### src/inc/sadc_cfg.svh
// sadc_cfg.svh: clock rates, reset values and timing counts of the converter control
// assumes: included by bare name from every design file that needs a figure
`ifndef SADC_CFG_SVH
`define SADC_CFG_SVH

// =====================================================================
// clocking
`define SADC_SYS_CLK_HZ   25000000
`define SADC_CONV_CLK_HZ  640000
// system clocks per conversion clock; integer division, so the step runs slightly fast
`define SADC_CONV_DIV     (`SADC_SYS_CLK_HZ / `SADC_CONV_CLK_HZ)
`define SADC_DIV_W        6

// =====================================================================
// result and selection
`define SADC_CODE_RST     8'h00
`define SADC_MSB_MASK     8'h80
`define SADC_CHAN_RST     3'h0
`define SADC_EOC_RST      1'b1

`endif

### src/inc/sadc_pkg.sv
// sadc_pkg: types shared by the converter control modules
// assumes: widths fixed at 8 result bits and 8 channels
package sadc_pkg;

    // =====================================================================
    // data types
    typedef logic [7:0] sadc_code_t;
    typedef logic [2:0] sadc_chan_t;
    typedef logic [7:0] sadc_sel_t;
    typedef logic [5:0] sadc_div_t;

    // =====================================================================
    // sequencer states
    typedef enum logic [3:0] {
        ST_IDLE  = 4'h1,
        ST_ARMED = 4'h2,
        ST_CONV  = 4'h4,
        ST_LOAD  = 4'h8
    } sadc_state_t;

    // =====================================================================
    // module state records
    typedef struct packed {
        logic        ale_prev;
        logic        sc_prev;
        sadc_chan_t  chan;
        sadc_state_t state;
        sadc_code_t  result;
        logic        eoc;
    } sadc_top_st_t;

    typedef struct packed {
        sadc_code_t sar;
        sadc_code_t mask;
        logic       busy;
        logic       done;
    } sadc_sar_st_t;

    typedef struct packed {
        sadc_div_t cnt;
        logic      tick;
    } sadc_div_st_t;

endpackage : sadc_pkg

### src/inc/sadc_sar_if.sv
// sadc_sar_if: control and result signals between sequencer and approximation register
// assumes: all signals in the clk_i domain
interface sadc_sar_if;
    import sadc_pkg::*;

    logic       clear;
    logic       go;
    logic       tick;
    logic       cmp_hi;
    logic       done;
    logic       busy;
    sadc_code_t code;

    modport ctrl (output clear, output go, output tick, output cmp_hi,
                  input done, input busy, input code);
    modport sar  (input clear, input go, input tick, input cmp_hi,
                  output done, output busy, output code);
endinterface : sadc_sar_if

### src/sadc_clkdiv.sv
// sadc_clkdiv: makes the one-cycle conversion clock enable from clk_i
// assumes: free running from reset, never restarted by a conversion
`include "sadc_cfg.svh"
module sadc_clkdiv (
    // clock and reset
    input  wire logic clk_i,
    input  wire logic sys_rst_i,
    // enable
    output logic      tick_o
);
    import sadc_pkg::*;

    localparam sadc_div_t DIV_LAST = `SADC_DIV_W'(`SADC_CONV_DIV - 1);

    sadc_div_st_t st_reg;
    sadc_div_st_t st_next;

    // =====================================================================
    // divider
    always_comb begin
        st_next      = st_reg;
        st_next.tick = (st_reg.cnt == DIV_LAST);
        if (st_reg.cnt == DIV_LAST) begin
            st_next.cnt = '0;
        end else begin
            st_next.cnt = st_reg.cnt + 6'h01;
        end
    end

    always_ff @(posedge clk_i) begin
        if (sys_rst_i) begin
            st_reg <= '0;
        end else begin
            st_reg <= st_next;
        end
    end

    assign tick_o = st_reg.tick;
endmodule : sadc_clkdiv

### src/sadc_sar.sv
// sadc_sar: the successive-approximation register, one decision per conversion tick
// assumes: cmp_hi is high when the selected input lies at or above the trial code
`include "sadc_cfg.svh"
module sadc_sar (
    // clock and reset
    input  wire logic clk_i,
    input  wire logic sys_rst_i,
    // sequencer side
    sadc_sar_if.sar   sar_if
);
    import sadc_pkg::*;

    sadc_sar_st_t st_reg;
    sadc_sar_st_t st_next;

    // =====================================================================
    // approximation steps
    always_comb begin
        st_next      = st_reg;
        st_next.done = 1'b0;
        if (sar_if.clear) begin
            st_next.sar  = `SADC_CODE_RST;
            st_next.mask = `SADC_CODE_RST;
            st_next.busy = 1'b0;
        end else if (sar_if.go) begin
            // trial begins with the top bit set
            st_next.sar  = `SADC_MSB_MASK;
            st_next.mask = `SADC_MSB_MASK;
            st_next.busy = 1'b1;
        end else if (st_reg.busy && sar_if.tick) begin
            if (!sar_if.cmp_hi) begin
                st_next.sar = st_reg.sar & ~st_reg.mask;
            end
            st_next.mask = st_reg.mask >> 1;
            st_next.sar  = st_next.sar | (st_reg.mask >> 1);
            if (st_reg.mask[0]) begin
                st_next.busy = 1'b0;
                st_next.done = 1'b1;
            end
        end
    end

    always_ff @(posedge clk_i) begin
        if (sys_rst_i) begin
            st_reg <= '0;
        end else begin
            st_reg <= st_next;
        end
    end

    assign sar_if.code = st_reg.sar;
    assign sar_if.busy = st_reg.busy;
    assign sar_if.done = st_reg.done;
endmodule : sadc_sar

### src/sadc_top.sv
// sadc_top: digital control of an 8-channel, 8-bit successive-approximation converter
// assumes: all pin inputs are synchronous to clk_i; the analog ladder, switch tree and
// comparator sit outside and meet this block through dac_code_o, mux_sel_o and cmp_hi_i
//
// What this block does
// - latch channel bits on rising address strobe, hold until next rise
// - channel value n, C most significant, selects analog input n of 8
// - every conversion runs exactly 8 steps, most significant bit first
// - rising start pulse clears the approximation register
// - approximation starts only on the falling start pulse
// - a new start pulse abandons the running conversion and restarts
// - done flag fed back to start gives free-running conversions
// - done flag falls 0 to 8 conversion clocks after start rises
// - result is positive true, larger input gives larger code
// - first code step at half LSB, then one LSB apart
// - code equals input over reference span times 256
// - result register loads one conversion clock before done rises
`include "sadc_cfg.svh"
module sadc_top (
    // clock and reset
    input  wire logic              clk_i,
    input  wire logic              sys_rst_i,
    // host control pins
    input  wire sadc_pkg::sadc_chan_t chan_sel_i,
    input  wire logic              addr_latch_i,
    input  wire logic              conv_start_i,
    input  wire logic              out_en_i,
    // host data and status pins
    output sadc_pkg::sadc_code_t   data_o,
    output logic                   data_oe_o,
    output logic                   conv_done_o,
    // analog front end
    output sadc_pkg::sadc_sel_t    mux_sel_o,
    output sadc_pkg::sadc_code_t   dac_code_o,
    input  wire logic              cmp_hi_i
);
    import sadc_pkg::*;

    localparam sadc_top_st_t ST_RST = '{
        ale_prev: 1'b0,
        sc_prev:  1'b0,
        chan:     `SADC_CHAN_RST,
        state:    ST_IDLE,
        result:   `SADC_CODE_RST,
        eoc:      `SADC_EOC_RST
    };

    sadc_top_st_t st_reg;
    sadc_top_st_t st_next;
    logic         conv_tick;
    logic         ale_rise;
    logic         sc_rise;
    logic         sc_fall;

    sadc_sar_if   sar_if ();

    // =====================================================================
    // conversion clock
    sadc_clkdiv u_clkdiv (
        .clk_i     (clk_i),
        .sys_rst_i (sys_rst_i),
        .tick_o    (conv_tick)
    );

    // =====================================================================
    // approximation register
    sadc_sar u_sar (
        .clk_i     (clk_i),
        .sys_rst_i (sys_rst_i),
        .sar_if    (sar_if.sar)
    );

    assign sar_if.tick   = conv_tick;
    assign sar_if.cmp_hi = cmp_hi_i;

    // =====================================================================
    // edge detection on the host pins
    assign ale_rise = addr_latch_i & ~st_reg.ale_prev;
    assign sc_rise  = conv_start_i & ~st_reg.sc_prev;
    assign sc_fall  = ~conv_start_i & st_reg.sc_prev;

    // =====================================================================
    // sequencer
    always_comb begin
        st_next          = st_reg;
        sar_if.clear     = 1'b0;
        sar_if.go        = 1'b0;
        st_next.ale_prev = addr_latch_i;
        st_next.sc_prev  = conv_start_i;

        if (ale_rise) begin
            st_next.chan = chan_sel_i;
        end

        if (sc_rise) begin
            sar_if.clear  = 1'b1;
            st_next.eoc   = 1'b0;
            st_next.state = ST_ARMED;
        end else begin
            unique case (st_reg.state)
                ST_IDLE: begin
                    st_next.state = ST_IDLE;
                end
                ST_ARMED: begin
                    if (sc_fall) begin
                        sar_if.go     = 1'b1;
                        st_next.state = ST_CONV;
                    end
                end
                ST_CONV: begin
                    if (sar_if.done) begin
                        st_next.result = sar_if.code;
                        st_next.state  = ST_LOAD;
                    end
                end
                ST_LOAD: begin
                    if (conv_tick) begin
                        st_next.eoc   = 1'b1;
                        st_next.state = ST_IDLE;
                    end
                end
                default: begin
                    st_next.state = ST_IDLE;
                end
            endcase
        end
    end

    always_ff @(posedge clk_i) begin
        if (sys_rst_i) begin
            st_reg <= ST_RST;
        end else begin
            st_reg <= st_next;
        end
    end

    // =====================================================================
    // channel decode, one select line per analog input
    genvar g;
    generate
        for (g = 0; g < 8; g++) begin : g_sel
            assign mux_sel_o[g] = (st_reg.chan == sadc_chan_t'(g));
        end
    endgenerate

    // =====================================================================
    // outputs
    // half-LSB offset lives in the ladder; the trial code is plain binary
    // code is the ratio of input to span, scaled by 256
    assign dac_code_o  = sar_if.code;
    assign conv_done_o = st_reg.eoc;
    assign data_o      = st_reg.result;
    assign data_oe_o   = out_en_i;
endmodule : sadc_top
### config.mk
export PLATFORM = sky130hd
export DESIGN_NAME = sadc_top
export DESIGN_NICKNAME = d
export VERILOG_FILES = /design/src/inc/sadc_pkg.sv /design/src/inc/sadc_sar_if.sv /design/src/sadc_clkdiv.sv /design/src/sadc_sar.sv /design/src/sadc_top.sv
export VERILOG_INCLUDE_DIRS = /design/src /design/src/inc
export SDC_FILE = /design/constraint.sdc
export NUM_CORES = 1
export LEC_CHECK = 0
export ABC_AREA = 1
export BUFFER_PORTS_ARGS = -buffer_cell sky130_fd_sc_hd__buf_2
export CAP_MARGIN = 20
export CORE_MARGIN = 2
export CORE_UTILIZATION = 40
export DETAILED_ROUTE_END_ITERATION = 6
export PLACE_DENSITY = 0.71
export RECOVER_POWER = 25
export SYNTH_ARGS = -nofsm -noshare
export SYNTH_HDL_FRONTEND = slang
export SYNTH_SLANG_ARGS = --single-unit
### constraint.sdc
create_clock -name clk_i -period 2.55 [get_ports clk_i]
set_input_delay 0.255 -clock clk_i [delete_from_list [all_inputs] [get_ports clk_i]]
set_output_delay 0.255 -clock clk_i [all_outputs]
set_load 0.05 [all_outputs]
==> metrics.txt <==
H-tree levels=2; final net count=around 270; Switching Fraction=25.5%; clk sinks=43; Min-Delay Path Class=in -> reg; total wirelength of the detailed-routed design=between 3 and 4 mm; Reg-to-Reg End=u_sar.st_reg[5]$_SDFFE_PP0P_; critical register-to-register path startpoint=st_reg[10]$_SDFFE_PP0P_; cell depth of the worst flop-to-flop path=5; mean number of vias per cell=roughly 4.6; cell area after technology mapping=1840 sq um; CTS tree=yes; commonest non-fill, non-tap cell in the layout=sky130_fd_sc_hd__nand2_1; adder-cell area share of the yosys netlist=between 2 and 3%; total of flip-flops plus latches after synthesis=43; post-synthesis simple-gate area fraction=about 26%; total clock buffers created by CTS=5; Worst EP required=around 2300 ps; remaining antenna violation count after routing=0; share of synthesized area occupied by flip-flops and latches=46.7%; crit share post-route=61.0%; Arr. time, crit path=between 1000 and 1500 ps; mean post-synth cell area=~7.6 sq um; Pleak=about 0.89 nW; initial core utilization=between 40% and 50%; transition at the pin with the smallest max-transition slack=approximately 600 ps; master cell of the clock root buffer=sky130_fd_sc_hd__clkbuf_8; Max Fanout on Critical Path=5; overflow left after global routing=0; final setup violation count=0; via count=1445; final weighted congestion in routability-driven placement=0.788; CTS clk-pin slew, worst paths=80 ps; initial antenna violation count=0; post-synthesis to final-layout area growth=7.81%; distinct cell type count of the synthesized netlist=21; instance count of the mapped netlist=241; diodes inserted=0; die extent in y=around 70 microns; hold worst-path end=st_reg[17]$_SDFF_PP0_; via count of the first global-routing pass=~1300; core region area=around 4400 sq um; max_cap viols=0; unrepaired setup endpoints after global routing=no; Flop pwr share=between 50 and 60%; Worst Skew=roughly 6.5 ps; placed inst area=between 1500 and 2000 sq um; fin worst setup slack=between 900 and 1000 ps; Compound-Gate Fraction of Synth Area=9.78%; cts hold-fix bufs=0; kind of critical path=reg -> out; final std cell area, no fill=between 1500 and 2000 sq um; # resized after CTS=0; routed len/inst=between 10 and 15 microns; final-layout setup total negative slack=0 ps; Power Density=between 600 and 700 nW/um^2; Hold Path Origin=addr_latch_i; share of total power in the clock network=about a third; Cells after DPL=305; Hold Crit Depth=3; Slew HR=between 60% and 70%; net count after synthesis=approximately 250; number of warning messages in the yosys log=0; standard-cell rows=24; commonest cells after routing, fill and taps aside=45 x sky130_fd_sc_hd__nand2_1, 43 x sky130_fd_sc_hd__dfxtp_1, 35 x sky130_fd_sc_hd__nor2_1; Final Hold Violating Endpoints=0; Die Area=around 5200 sq um; multiplexer fraction of the synthesized cell area=0%; Critical Path End Type=output port; starting DRC count in detailed routing=72; dominant combinational cell family by area after synthesis=simple AND/OR/NAND/NOR gates; number of top-level pins=35; clock insertion delay at the later pin of the skew report=290 ps; horizontal die dimension=just over 70 microns; switching power summed over all nets=~0.3 mW; count of buffers inserted at the top-level ports=32; type of element launching the critical path=flop; global routing usage summed across all routing layers=13.4%; max reg flops=9; length of the first detailed-routing pass in iterations=4; post-layout instance count excluding filler cells=about 310; drt drc=0; count of final max-slew check failures=0; ratio of cells with drive above 1 in the final layout=between 10% and 20%; P_int=between 0.8 and 0.9 mW; half-perimeter wire length after detailed placement=around 2.3 mm; post-placement setup slack=between 1000 and 1500 ps; Period minus WS final=roughly 1600 ps; parity-gate share of the synthesized area counting xor and xnor cells=0.476%; result of the run=finished clean; largest net degree at the start of global routing=17; worst-case register-to-register setup slack=1300 ps; highest clock rate=~0.64 GHz; global-route wire length before repair=between 5 and 6 mm; Post CTS Setup Buffer Count=0; relative contribution of combinational cells to total power=between 7 and 8%; worst vdd ir=~0.00045 V; clock buffer depth=2
[metal layers]
metal	GRT usage (%)	vias up	wire length [microns]	part of all wire, %
li1	-	778	-	-
met1	16.8	643	1510	47
met2	22.0	19	1470	46
met3	3.38	5	140	4.4
met4	5.24	0	49	1.5
met5	0	-	0	0
[synthesized netlist by cell type]
cell                       count  area share, %
sky130_fd_sc_hd__nand2_1      45            9.2
sky130_fd_sc_hd__dfxtp_1      43             47
sky130_fd_sc_hd__nor2_1       35            7.1
sky130_fd_sc_hd__inv_1        28            5.7
sky130_fd_sc_hd__a21oi_1      24            6.5
sky130_fd_sc_hd__buf_4        18            7.3
sky130_fd_sc_hd__o21ai_0      11            3.0
sky130_fd_sc_hd__nor3_1       10            2.7
sky130_fd_sc_hd__nand3_1       8            2.2
sky130_fd_sc_hd__nand2_2       5            1.7
sky130_fd_sc_hd__ha_1          4            2.7
sky130_fd_sc_hd__buf_6         1           0.61
sky130_fd_sc_hd__clkbuf_8      1           0.75
sky130_fd_sc_hd__inv_2         1           0.20
sky130_fd_sc_hd__nand3_2       1           0.54
sky130_fd_sc_hd__nand3_4       1           0.95
sky130_fd_sc_hd__nand4_1       1           0.34
sky130_fd_sc_hd__nor2_4        1           0.61
sky130_fd_sc_hd__o21ai_1       1           0.27
sky130_fd_sc_hd__or2_0         1           0.34
sky130_fd_sc_hd__xnor2_1       1           0.48
[area by class of cell]
cell class | count | area (sq um)
Clock buffer | 6 | 72.6
Clock inverter | 2 | 12.5
Fill cell | 459 | 2400
Inverter | 29 | 109
Multi-Input combinational cell | 149 | 712
Sequential cell | 43 | 861
Tap cell | 52 | 65.1
Timing Repair Buffer | 32 | 154
[logic make-up (layout without fill, tap and decap cells)]
logic type / after synthesis / in the layout
simple gates: 108 / 108
buf+inv: 49 / 69
flops: 43 / 43
compound gates: 36 / 36
fa+ha+maj: 4 / 4
xor+xnor: 1 / 1
[stage by stage]
stage          util [%]  power [mW]  hold slack (ps)
6_report           45.3        1.20              176
5_1_grt            45.3        1.25              200
4_1_cts            45.4        1.22              181
3_5_place_dp       43.5       0.803              454
3_3_place_gp       43.5       0.802              446
2_1_floorplan         -       0.784              324
[power groups by stage]
stage                     Clock [mW]  Combinational, mW  Sequential (mW)
after floorplan                    0             0.0726            0.712
after global placement             0             0.0924            0.709
after detailed placement           0             0.0937            0.710
final                          0.419             0.0923            0.694
after global routing           0.453              0.103            0.696
after CTS                      0.431             0.0939            0.694
[worst max path at each step]
| stage | from | endpoint | depth (start not counted) |
|---|---|---|---|
| floorplan | st_reg[15]$_SDFFE_PP0P_ | mux_sel_o[7] | 2 |
| finish | st_reg[13]$_SDFFE_PP0P_ | mux_sel_o[3] | 3 |
| CTS | st_reg[13]$_SDFFE_PP0P_ | mux_sel_o[3] | 3 |
| detailed placement | conv_start_i | data_o[0]$_SDFFE_PP0P_ | 7 |
| global route | st_reg[13]$_SDFFE_PP0P_ | mux_sel_o[7] | 3 |
| global placement | conv_start_i | data_o[5]$_SDFFE_PP0P_ | 6 |
[critical path, cell delays in order, from the launching register on]
cell	delay (ps)
sky130_fd_sc_hd__dfxtp_1	400
sky130_fd_sc_hd__inv_1	120
sky130_fd_sc_hd__nor3_1	200
sky130_fd_sc_hd__buf_2	290
Note: power is estimated with default switching activity, not from simulation.
